===== src/ssa_pkg.sv =====
package ssa_pkg;
  // two bus addresses: control/status and data
  localparam logic [11:0] ADDR_CTRL = 12'h000;
  localparam logic [11:0] ADDR_DATA = 12'h004;

  // control 1 fields
  localparam int CR1_RX_RST = 0;
  localparam int CR1_TX_RST = 1;
  localparam int CR1_STRIP = 2;
  localparam int CR1_CLR_SYNC = 3;
  localparam int CR1_TX_IE = 4;
  localparam int CR1_RX_IE = 5;
  localparam int CR1_AC_LO = 6;
  localparam logic [7:0] CR1_RESET = 8'h03;

  // address-control codes for writes to the data address
  localparam logic [1:0] AC_CR2 = 2'h0;
  localparam logic [1:0] AC_CR3 = 2'h1;
  localparam logic [1:0] AC_SYNC = 2'h2;
  localparam logic [1:0] AC_TXD = 2'h3;

  // control 2 fields
  localparam int CR2_PAR_EN = 0;
  localparam int CR2_PAR_ODD = 1;
  localparam int CR2_TX_SYNC_UF = 2;
  localparam int CR2_SM_SEL = 3;
  localparam int CR2_DTR = 4;
  localparam int CR2_UF_IE = 5;
  localparam logic [7:0] CR2_RESET = 8'h00;

  // control 3 fields
  localparam int CR3_EXT_SYNC = 0;
  localparam int CR3_ONE_SYNC = 1;
  localparam int CR3_CLR_CTS = 2;
  localparam int CR3_CLR_UF = 3;
  localparam logic [7:0] CR3_RESET = 8'h00;
  localparam logic [7:0] SYNC_RESET = 8'h00;

  // status fields
  localparam int ST_RX_AVAIL = 0;
  localparam int ST_TX_AVAIL = 1;
  localparam int ST_CARRIER_N = 2;
  localparam int ST_CTS = 3;
  localparam int ST_UF = 4;
  localparam int ST_PERR = 6;
  localparam int ST_IRQ = 7;

  localparam logic [7:0] MARK_CHAR = 8'hFF;
  localparam logic [3:0] LAST_NOPAR = 4'h7;
  localparam logic [3:0] LAST_PAR = 4'h8;
  localparam int FIFO_DEPTH = 3;

  typedef enum {RX_HUNT, RX_WAIT2, RX_SYNCED} ssa_rx_state_t;

  typedef struct packed {
    logic perr;
    logic [7:0] data;
  } ssa_rx_word_t;
endpackage : ssa_pkg


===== src/ssa_edge_sync.sv =====
`timescale 1ns/1ps
module ssa_edge_sync (
  input wire logic clk,
  input wire logic rst_n,
  input wire logic async_in,
  output logic level,
  output logic rise,
  output logic fall
);
  typedef struct packed {
    logic s1;
    logic s2;
    logic s3;
  } ssa_sync_state_t;
  ssa_sync_state_t st_reg, st_next;

  // only s2 reads s1; edges are found between s2 and s3
  always_comb begin
    st_next = '{s1: async_in, s2: st_reg.s1, s3: st_reg.s2};
  end

  always_ff @(posedge clk or negedge rst_n) begin
    if (!rst_n) begin
      st_reg <= '0;
    end else begin
      st_reg <= st_next;
    end
  end

  assign level = st_reg.s2;
  assign rise = st_reg.s2 & ~st_reg.s3;
  assign fall = ~st_reg.s2 & st_reg.s3;
endmodule : ssa_edge_sync


===== src/ssa_fifo3.sv =====
`timescale 1ns/1ps
module ssa_fifo3 #(
  parameter int W = 9
) (
  input wire logic clk,
  input wire logic rst_n,
  input wire logic flush,
  input wire logic push,
  input wire logic [W-1:0] din,
  input wire logic pop,
  output logic [W-1:0] dout,
  output logic empty,
  output logic full
);
  localparam int D = ssa_pkg::FIFO_DEPTH;
  localparam logic [1:0] DEPTH_C = 2'(D);
  typedef struct packed {
    logic [D-1:0][W-1:0] mem;
    logic [1:0] cnt;
  } ssa_fifo_state_t;
  ssa_fifo_state_t st_reg, st_next;

  // fall-through: entry 0 is the output, new words land at the first empty slot
  always_comb begin
    st_next = st_reg;
    if (pop && st_reg.cnt != 2'h0) begin
      for (int i = 0; i < D - 1; i++) begin
        st_next.mem[i] = st_reg.mem[i+1];
      end
      st_next.cnt = st_reg.cnt - 2'h1;
    end
    if (push && st_next.cnt != DEPTH_C) begin
      st_next.mem[st_next.cnt] = din;
      st_next.cnt = st_next.cnt + 2'h1;
    end
    if (flush) begin
      st_next.cnt = 2'h0;
    end
  end

  always_ff @(posedge clk or negedge rst_n) begin
    if (!rst_n) begin
      st_reg <= '0;
    end else begin
      st_reg <= st_next;
    end
  end

  assign dout = st_reg.mem[0];
  assign empty = (st_reg.cnt == 2'h0);
  assign full = (st_reg.cnt == DEPTH_C);
endmodule : ssa_fifo3


===== src/ssa_core.sv =====
// The implementer's own choices: register access over APB and the register offsets.
`timescale 1ns/1ps
module ssa_core (
  input wire logic pclk,
  input wire logic presetn,
  input wire logic psel,
  input wire logic penable,
  input wire logic pwrite,
  input wire logic [11:0] paddr,
  input wire logic [31:0] pwdata,
  output logic [31:0] prdata,
  output logic pready,
  output logic pslverr,
  input wire logic tx_clk,
  output logic tx_data_out,
  input wire logic clear_to_send_n,
  input wire logic rx_clk,
  input wire logic rx_data_in,
  input wire logic carrier_detect_in_n,
  output logic sync_match_terminal_ready,
  output logic tx_underflow_out,
  output logic irq_req
);
  typedef struct packed {
    logic [7:0] cr1;
    logic [7:0] cr2;
    logic [7:0] cr3;
    logic [7:0] sync;
    logic [31:0] prdata;
    logic pready;
    logic pslverr;
    logic irq;
    logic tx_arm;
    logic tx_on;
    logic tx_out;
    logic uf_pulse;
    logic uf_st;
    logic [8:0] tx_sh;
    logic [8:0] tx_pend;
    logic [3:0] tx_cnt;
    ssa_pkg::ssa_rx_state_t rx_st;
    logic [7:0] rx_sh;
    logic [3:0] rx_cnt;
    logic sm;
    logic sm_out;
  } ssa_core_state_t;
  ssa_core_state_t st_reg, st_next;

  function automatic logic hit(input logic [11:0] a, input logic [11:0] off);
    return a == off;
  endfunction : hit

  // character with its parity bit on top
  function automatic logic [8:0] mk_char(input logic [7:0] d, input logic [7:0] cr2);
    logic p;
    p = cr2[ssa_pkg::CR2_PAR_ODD] ? ~^d : ^d;
    return {p, d};
  endfunction : mk_char

  ////////////////////////////////////////////////////////////////////////////
  // pin synchronisers and fifos

  logic txc_rise, txc_fall, rxc_rise, rxd_s, cts_s, carrier_n_s;
  logic tx_push, tx_pop, tx_empty, tx_full;
  logic [7:0] tx_head;
  logic rx_push, rx_pop, rx_empty, rx_full;
  ssa_pkg::ssa_rx_word_t rx_word, rx_head;

  // each serial side runs off its own sampled clock
  ssa_edge_sync u_txc (.clk(pclk), .rst_n(presetn), .async_in(tx_clk), .level(),
    .rise(txc_rise), .fall(txc_fall));
  ssa_edge_sync u_rxc (.clk(pclk), .rst_n(presetn), .async_in(rx_clk), .level(),
    .rise(rxc_rise), .fall());
  ssa_edge_sync u_rxd (.clk(pclk), .rst_n(presetn), .async_in(rx_data_in), .level(rxd_s),
    .rise(), .fall());
  ssa_edge_sync u_cts (.clk(pclk), .rst_n(presetn), .async_in(clear_to_send_n),
    .level(cts_s), .rise(), .fall());
  ssa_edge_sync u_cdet (.clk(pclk), .rst_n(presetn), .async_in(carrier_detect_in_n),
    .level(carrier_n_s), .rise(), .fall());

  // tx fifo flushed by transmitter reset only, never by clear-to-send
  ssa_fifo3 #(.W(8)) u_txf (.clk(pclk), .rst_n(presetn),
    .flush(st_reg.cr1[ssa_pkg::CR1_TX_RST]), .push(tx_push), .din(pwdata[7:0]),
    .pop(tx_pop), .dout(tx_head), .empty(tx_empty), .full(tx_full));
  ssa_fifo3 #(.W(9)) u_rxf (.clk(pclk), .rst_n(presetn),
    .flush(st_reg.cr1[ssa_pkg::CR1_RX_RST]), .push(rx_push), .din(rx_word),
    .pop(rx_pop), .dout(rx_head), .empty(rx_empty), .full(rx_full));

  ////////////////////////////////////////////////////////////////////////////
  // bus decode and status

  logic setup, acc, wr_ctrl, wr_data, rd_data, release_irq, ext, tx_run;
  logic tx_buffer_available_flag, receive_available_flag;
  logic [1:0] ac;
  logic [3:0] tx_last, rx_last;
  logic [7:0] status;

  always_comb begin
    setup = psel & ~penable;
    acc = psel & penable & st_reg.pready;
    wr_ctrl = acc & pwrite & hit(paddr, ssa_pkg::ADDR_CTRL);
    wr_data = acc & pwrite & hit(paddr, ssa_pkg::ADDR_DATA);
    rd_data = acc & ~pwrite & hit(paddr, ssa_pkg::ADDR_DATA);
    ac = st_reg.cr1[ssa_pkg::CR1_AC_LO +: 2];
    ext = st_reg.cr3[ssa_pkg::CR3_EXT_SYNC];
    // writes to a full fifo are dropped
    tx_push = wr_data & (ac == ssa_pkg::AC_TXD) & ~tx_full;
    rx_pop = rd_data;
    // clear-to-send stops the shifter but the fifo keeps its bytes
    tx_run = ~st_reg.cr1[ssa_pkg::CR1_TX_RST] & ~cts_s;
    // in external mode the fifo status stays visible for preloading
    tx_buffer_available_flag = ~tx_full & ~st_reg.cr1[ssa_pkg::CR1_TX_RST]
      & (ext | ~cts_s);
    receive_available_flag = ~rx_empty;
    tx_last = st_reg.cr2[ssa_pkg::CR2_PAR_EN] ? ssa_pkg::LAST_PAR : ssa_pkg::LAST_NOPAR;
    rx_last = tx_last;
    status = 8'h00;
    status[ssa_pkg::ST_RX_AVAIL] = receive_available_flag;
    status[ssa_pkg::ST_TX_AVAIL] = tx_buffer_available_flag;
    status[ssa_pkg::ST_CARRIER_N] = carrier_n_s;
    status[ssa_pkg::ST_CTS] = cts_s;
    status[ssa_pkg::ST_UF] = st_reg.uf_st;
    status[ssa_pkg::ST_PERR] = receive_available_flag & rx_head.perr;
    status[ssa_pkg::ST_IRQ] = st_reg.irq;
    release_irq = tx_push | rd_data
      | (wr_ctrl & (pwdata[ssa_pkg::CR1_RX_RST] | pwdata[ssa_pkg::CR1_TX_RST]))
      | (wr_data & (ac == ssa_pkg::AC_CR3)
         & (pwdata[ssa_pkg::CR3_CLR_CTS] | pwdata[ssa_pkg::CR3_CLR_UF]));
  end

  ////////////////////////////////////////////////////////////////////////////
  // next state

  logic [8:0] c9, exp9;
  logic [7:0] rsh;
  logic rdone, rmatch, par_phase;

  always_comb begin
    st_next = st_reg;
    tx_pop = 1'b0;
    rx_push = 1'b0;
    rx_word = '0;
    c9 = '0;
    exp9 = '0;
    rsh = st_reg.rx_sh;
    rdone = 1'b0;
    rmatch = 1'b0;
    par_phase = 1'b0;

    // bus slave: answer one cycle after setup
    st_next.pready = setup;
    st_next.pslverr = setup & ~hit(paddr, ssa_pkg::ADDR_CTRL) & ~hit(paddr, ssa_pkg::ADDR_DATA);
    if (setup && !pwrite) begin
      st_next.prdata = 32'h0;
      if (hit(paddr, ssa_pkg::ADDR_CTRL)) begin
        st_next.prdata[7:0] = status;
      end else if (hit(paddr, ssa_pkg::ADDR_DATA)) begin
        st_next.prdata[7:0] = rx_head.data;
      end
    end
    // control 1 direct, the rest through the address-control field
    if (wr_ctrl) begin
      st_next.cr1 = pwdata[7:0];
    end
    if (wr_data) begin
      case (ac)
        ssa_pkg::AC_CR2: st_next.cr2 = pwdata[7:0];
        ssa_pkg::AC_CR3: begin
          st_next.cr3 = pwdata[7:0] & 8'h03;
          if (pwdata[ssa_pkg::CR3_CLR_UF]) begin
            st_next.uf_st = 1'b0;
          end
        end
        ssa_pkg::AC_SYNC: st_next.sync = pwdata[7:0];
        default: ;
      endcase
    end

    // transmitter
    if (!tx_run) begin
      st_next.tx_arm = 1'b0;
      st_next.tx_on = 1'b0;
      st_next.tx_out = 1'b1;
      st_next.uf_pulse = 1'b0;
    end else if (txc_rise) begin
      if (!st_reg.tx_on) begin
        st_next.tx_arm = 1'b1;
      end else if (st_reg.tx_cnt == tx_last) begin
        // next character is picked during the high half of the last bit
        if (!tx_empty) begin
          tx_pop = 1'b1;
          st_next.tx_pend = mk_char(tx_head, st_reg.cr2);
        end else begin
          st_next.tx_pend = mk_char(st_reg.cr2[ssa_pkg::CR2_TX_SYNC_UF] ?
            st_reg.sync : ssa_pkg::MARK_CHAR, st_reg.cr2);
          st_next.uf_st = 1'b1;
          st_next.uf_pulse = st_reg.cr2[ssa_pkg::CR2_TX_SYNC_UF];
        end
      end
    end else if (txc_fall) begin
      st_next.uf_pulse = 1'b0;
      if (st_reg.tx_arm && !st_reg.tx_on) begin
        // start on the fall that closes the first whole high half
        if (!tx_empty) begin
          tx_pop = 1'b1;
          c9 = mk_char(tx_head, st_reg.cr2);
        end else begin
          c9 = mk_char(st_reg.cr2[ssa_pkg::CR2_TX_SYNC_UF] ?
            st_reg.sync : ssa_pkg::MARK_CHAR, st_reg.cr2);
          st_next.uf_st = 1'b1;
        end
        st_next.tx_on = 1'b1;
        st_next.tx_sh = c9;
        st_next.tx_out = c9[0];
        st_next.tx_cnt = 4'h0;
      end else if (st_reg.tx_on) begin
        if (st_reg.tx_cnt == tx_last) begin
          st_next.tx_sh = st_reg.tx_pend;
          st_next.tx_out = st_reg.tx_pend[0];
          st_next.tx_cnt = 4'h0;
        end else begin
          st_next.tx_sh = {1'b1, st_reg.tx_sh[8:1]};
          st_next.tx_out = st_reg.tx_sh[1];
          st_next.tx_cnt = st_reg.tx_cnt + 4'h1;
        end
      end
    end

    // receiver
    if (st_reg.cr1[ssa_pkg::CR1_RX_RST]) begin
      st_next.rx_sh = 8'hFF;
      st_next.rx_st = ssa_pkg::RX_HUNT;
      st_next.rx_cnt = 4'h0;
      st_next.sm = 1'b0;
    end else if (rxc_rise) begin
      st_next.sm = 1'b0;
      par_phase = st_reg.cr2[ssa_pkg::CR2_PAR_EN] && (st_reg.rx_cnt == ssa_pkg::LAST_PAR);
      // the parity bit never enters the data shifter
      rsh = par_phase ? st_reg.rx_sh : {rxd_s, st_reg.rx_sh[7:1]};
      st_next.rx_sh = rsh;
      rdone = (st_reg.rx_cnt == rx_last);
      rmatch = (rsh == st_reg.sync);
      exp9 = mk_char(rsh, st_reg.cr2);
      rx_word.data = rsh;
      rx_word.perr = par_phase & (rxd_s != exp9[8]);
      if (st_reg.cr1[ssa_pkg::CR1_CLR_SYNC] || (ext && carrier_n_s)) begin
        st_next.rx_st = ssa_pkg::RX_HUNT;
        st_next.rx_cnt = 4'h0;
      end else if (!ext && st_reg.rx_st == ssa_pkg::RX_HUNT) begin
        // bit-by-bit search
        if (rmatch) begin
          st_next.rx_st = st_reg.cr3[ssa_pkg::CR3_ONE_SYNC] ?
            ssa_pkg::RX_SYNCED : ssa_pkg::RX_WAIT2;
          st_next.rx_cnt = 4'h0;
          st_next.sm = 1'b1;
        end
      end else begin
        st_next.rx_cnt = rdone ? 4'h0 : st_reg.rx_cnt + 4'h1;
        if (ext) begin
          st_next.rx_st = ssa_pkg::RX_SYNCED;
          rx_push = rdone;
        end else if (rdone) begin
          case (st_reg.rx_st)
            ssa_pkg::RX_WAIT2: begin
              // a miss drops back to the bit search
              st_next.rx_st = rmatch ? ssa_pkg::RX_SYNCED : ssa_pkg::RX_HUNT;
              st_next.sm = rmatch;
            end
            ssa_pkg::RX_SYNCED: begin
              rx_push = ~(st_reg.cr1[ssa_pkg::CR1_STRIP] & rmatch);
            end
            default: ;
          endcase
        end
      end
    end
    st_next.sm_out = st_reg.cr2[ssa_pkg::CR2_SM_SEL] ? st_reg.sm : ~st_reg.cr2[ssa_pkg::CR2_DTR];

    // level interrupt, dropped for one cycle by any release access
    st_next.irq = ~release_irq & ((receive_available_flag & st_reg.cr1[ssa_pkg::CR1_RX_IE])
      | (tx_buffer_available_flag & st_reg.cr1[ssa_pkg::CR1_TX_IE])
      | (st_reg.uf_st & st_reg.cr2[ssa_pkg::CR2_UF_IE]));
  end

  always_ff @(posedge pclk or negedge presetn) begin
    if (!presetn) begin
      st_reg <= '0;
      st_reg.cr1 <= ssa_pkg::CR1_RESET;
      st_reg.cr2 <= ssa_pkg::CR2_RESET;
      st_reg.cr3 <= ssa_pkg::CR3_RESET;
      st_reg.sync <= ssa_pkg::SYNC_RESET;
      st_reg.tx_out <= 1'b1;
      st_reg.rx_sh <= 8'hFF;
      st_reg.rx_st <= ssa_pkg::RX_HUNT;
      st_reg.sm_out <= 1'b1;
    end else begin
      st_reg <= st_next;
    end
  end

  assign prdata = st_reg.prdata;
  assign pready = st_reg.pready;
  assign pslverr = st_reg.pslverr;
  assign tx_data_out = st_reg.tx_out;
  assign tx_underflow_out = st_reg.uf_pulse;
  assign sync_match_terminal_ready = st_reg.sm_out;
  assign irq_req = st_reg.irq;
endmodule : ssa_core


===== config.mk =====
export PLATFORM = sky130hd
export DESIGN_NAME = ssa_core
export DESIGN_NICKNAME = d
export VERILOG_FILES = /design/src/ssa_pkg.sv /design/src/ssa_edge_sync.sv /design/src/ssa_fifo3.sv /design/src/ssa_core.sv
export SDC_FILE = /design/constraint.sdc
export NUM_CORES = 1
export LEC_CHECK = 0
export BUFFER_PORTS_ARGS = -buffer_cell sky130_fd_sc_hd__clkbuf_2
export CORE_AREA = 2 2 125 115
export CTS_BUF_LIST = sky130_fd_sc_hd__clkbuf_4
export DETAILED_ROUTE_END_ITERATION = 8
export DIE_AREA = 0 0 127 117
export PLACE_DENSITY = 0.77
export SYNTH_ARGS = -nofsm -noshare
export SYNTH_HDL_FRONTEND = slang
export SYNTH_HIERARCHICAL = 1
export SYNTH_SLANG_ARGS = --single-unit

===== constraint.sdc =====
create_clock -name pclk -period 9.42 [get_ports pclk]
set_clock_uncertainty 0.1 [all_clocks]
set_input_delay 1.413 -clock pclk [delete_from_list [all_inputs] [get_ports pclk]]
set_output_delay 1.413 -clock pclk [all_outputs]
set_load 0.02 [all_outputs]

# After elaboration in Yosys (flattened, before gate mapping)
# Index checks and enable logic that the tools add are counted.
[word_totals]
reg_bits = 175
out_inout_bits = 38
[op_classes]
add_sub_neg = 6
n_eq_ne = 25
n_mux = 87
magnitude_cmp = 4
reduce_logical = 43
n_bitwise = 51
[op_table]
columns = ["operator", "count"]
rows = [
  ["2-to-1 mux 32 bit", 6],
  ["2-to-1 mux 9 bit", 11],
  ["2-to-1 mux 45 bit", 2],
  ["2-to-1 mux 20 bit", 2],
  ["2-to-1 mux 8 bit", 5],
  ["2-to-1 mux 18 bit", 2],
  ["2-to-1 mux 4 bit", 9],
  ["2-to-1 mux 1 bit", 33],
  ["equality test 32 x 1 -> 1 bit, second input constant", 1],
  ["equality test 32 x 2 -> 1 bit, second input constant", 1],
  ["zero test 32 bit", 1],
  ["AND 1 bit", 28],
  ["bitwise mux 27 bit", 1],
  ["bitwise mux 24 bit", 1],
  ["XNOR reduction 8 bit", 3],
  ["parity 8 bit", 3],
  ["2-to-1 mux 23 bit", 1],
  ["demux 9 bit (select 2 bit)", 1],
  ["2-to-1 mux 2 bit", 9],
  ["demux 8 bit (select 2 bit)", 1],
  ["AND reduction 4 bit", 4],
  ["inverter 1 bit", 15],
  ["2-to-1 mux 13 bit", 1],
  ["equality test 12 x 3 -> 1 bit, second input constant", 1],
  ["27 further kinds", 74],
]

# Longest topological paths before layout
[logic_depth]
ltp_word = 16
depth_mapped = 12

# Cells and area by module
# Netlist, hierarchy kept.
[by_module_without_submodules]
columns = ["module", "area_each_um2", "cells_per_inst", "n_inst"]
rows = [
  ["ssa_core", 4678.2, 502, 1],
  ["ssa_fifo3 at u_rxf", 1498.9, 145, 1],
  ["ssa_fifo3 at u_txf", 1323.8, 113, 1],
  ["ssa_edge_sync", 90.1, 5, 5],
]

# Least setup slack after synthesis
# OpenSTA, ideal clock, no wires.
[synth_path]
path_type = "input -> register"
startpoint = "in paddr[10]"
endpoint = "reg u_txf/st_reg[10] in the netlist's numbering"
t_arrival_ns = 3.681
setup_ns = 0.127
cell_stages = 9
slack_ns = 5.512
path_cell_list = "nor4_2 and4_1 buf_2 nand3_1 nor3b_1 nand2_1 o32ai_4 buf_4 o21ai_0"
[synth_rtl]
columns = ["element", "line_no", "rtl"]
rows = [
  ["start, declared", "ssa_core.sv:9", "input wire logic [11:0] paddr,"],
  ["end signal, assigned", "ssa_fifo3.sv:45", "st_reg <= st_next;"],
  ["end, declared", "ssa_fifo3.sv:21", "ssa_fifo_state_t st_reg, st_next;"],
]

==> metrics.yaml <==
cts_tree: "done"
max-slew-margin-rel_pct: 35.4
final_util_pct: 59.2
finalSetupViolCount: 0
drt_iter0_drc: 444
pwr-share-seq_pct: 51.2
switching_share_pct: 31.5
drt-vias-per-instance: 5.81
fmax_ghz: 0.234
n_antenna_cell: 0
num_vias: 5565
r2r-end: "u_rxf/st_reg[12]$_DFF_PN0_"
cpPeakStageDelay_ns: 0.83
crit_buf_inv: 1
htreeDepth: 4
cp-end-kind: "register"
cap_viol_max_count: 0
arrival_ns: 4.61
antenna_found_initial: 0
cts.sinks: 144
status: "finished, final reports clean"
nets: 833
crit_fanout: 24
p_per_area_mw_per_mm2: 182
drive_above_1_share_pct: 21.5
period_needed_ns: 4.26
worstHoldEndpoint: "u_cts/level$_DFF_PN0_"
routedWlPerCell_um: 17.0
place_congestion: 0.866
hold_path_class: "reg -> reg"
syn2layout_area_growth_pct: 3.49
port_buffers: 43
die_width_um: 127
crit_required_ns: 9.76
synthCells: 774
r2r_setup_slack_ns: 5.30
ant_nets: 0
worst_slew_pin_slew_ns: 0.963
switchingPower_uw: 465
cts_root_buffer: "clkbuf_4"
crit_chain: "clkbuf_2 > nor4_2 > and4_1 > nor3b_1 > nor2b_2 > nor3_1 > o21ai_4 > mux2_2"
dieArea_mm2: 0.0149
synth.avg_cell_area_um2: 10.1
finalHoldViolCount: 0
ctsHoldBuffers: 0
track_usage_pct: 23.1
p_int_uw: 1010
grt_max_degree: 77
grt_pass1_wl_mm: 26.7
cts_made_buffers: 17
overflow: 0
fin_setup_tns_ns: 0
setup.worst_path.class: "in -> reg"
clkPwrFrac_pct: 27.5
drc_errors: 0
leakage_uw: 0.00368
hold_depth: 0
start_util_pct: 57.2
ios: 92
synth_area_mm2: 0.00781
die_h_um: 117
largest_register_ffs: 60
comb_power_share_pct: 21.2
wl_mm: 16.3
slowest_stage: "nor2b_2"
cts_resized: 0
dr.pass1.iters: 5
clk_path_buf_depth: 2
dpl.hpwl_mm: 11.5
insertion_delay_ns: 0.55
r2r-start: "st_reg[2]$_DFFE_PN0P_"
grt_pass1_vias: 5329
startpoint_type: "input port"
ys_warn_count: 6
hp-start: "u_cts/st_next[1]$_DFF_PN0_"
fin_crit_sh_pct: 45.3
r2r_cells: 10
core_mm2: 0.0136
path_clk_slew_ns: 0.11
crit_family: "simple AND/OR/NAND/NOR gates"
grt_setup_unrepaired: "no"
drv_slew: 0
peakVddDrop_mv: 0.0866
row_count: 41
cts_setup_buffers: 0
-- per-layer routing --
layer	share of wire (%)	track usage, %
met5	0	0
met4	1.2	7.18
met3	7.1	7.18
met2	47	37.1
met1	45	30.4
-- per-stage QoR --
step                      power, µW  cells  instance area [µm²]  worst slack, ns  hold slack (ns)
after floorplan                1020    797                 7900             5.51            0.231
after global placement         1060    926                 7790             4.64            0.233
after detailed placement       1080    926                 7790             4.56            0.237
after CTS                      1480    958                 8080             5.18            0.266
after global routing           1550    958                 8080             5.00            0.273
final                          1470    958                 8080             5.16            0.262
-- cell type report --
class                   instances  area [µm²]
multi-input cells             543        3640
inverters                      22        82.6
well taps                     172         215
clock inverters                13         145
flip-flops and latches        144        3620
clock buffers                  19         143
fillers                      1166        5560
repair buffers                 45         236
-- cells in the final DEF (no fill, tap or decap), types with 5 or more instances in the layout --
| master | n |
|---|---|
| nand3_1 | 7 |
| nor3_1 | 16 |
| o22ai_1 | 7 |
| dfstp_2 | 12 |
| nand2b_1 | 5 |
| xor2_1 | 6 |
| dfrtp_1 | 132 |
| xnor2_1 | 28 |
| nor2_1 | 39 |
| a22oi_1 | 7 |
| o21ai_1 | 14 |
| mux2i_1 | 21 |
| ha_1 | 6 |
| nand2_1 | 129 |
| a211o_1 | 8 |
| nor2b_1 | 5 |
| clkbuf_2 | 42 |
| clkbuf_4 | 19 |
| conb_1 | 24 |
| mux2_4 | 8 |
| o21ai_0 | 46 |
| inv_1 | 22 |
| mux2_1 | 6 |
| a21oi_1 | 30 |
| nor3_2 | 5 |
| and3_1 | 8 |
| mux2_2 | 48 |
-- worst register-to-register path, stage by stage (launching register included) --
cell	delay [ns]
dfrtp_1	0.43
inv_1	0.11
ha_1	0.18
nand4b_1	0.76
or3_1	0.64
o211ai_2	0.12
nor4_4	0.10
a211o_1	0.32
a211oi_2	0.63
o21ai_4	0.26
mux2_1	0.38
-- power groups by stage --
stage / logic (µW) / registers (µW) / clock network [µW]
CTS: 312 / 754 / 414
detailed placement: 310 / 766 / 0
global route: 348 / 764 / 441
global placement: 297 / 761 / 0
floorplan: 288 / 731 / 0
finish: 313 / 755 / 406
-- worst max-delay path by stage --
stage / startpoint / to / slack (ns) / cells past startpoint
floorplan: paddr[10] / u_txf/st_reg[10]$_DFF_PN0_ / 5.51 / 9
global placement: paddr[9] / u_rxf/st_reg[28]$_DFFE_PN0P_ / 4.64 / 8
detailed placement: paddr[10] / u_rxf/dout[0]$_DFF_PN0_ / 4.56 / 8
CTS: paddr[10] / u_rxf/dout[5]$_DFF_PN0_ / 5.18 / 8
global route: paddr[10] / u_rxf/dout[5]$_DFF_PN0_ / 5.00 / 8
finish: paddr[10] / u_rxf/dout[7]$_DFF_PN0_ / 5.16 / 8
(Power assumes the default switching activity.)
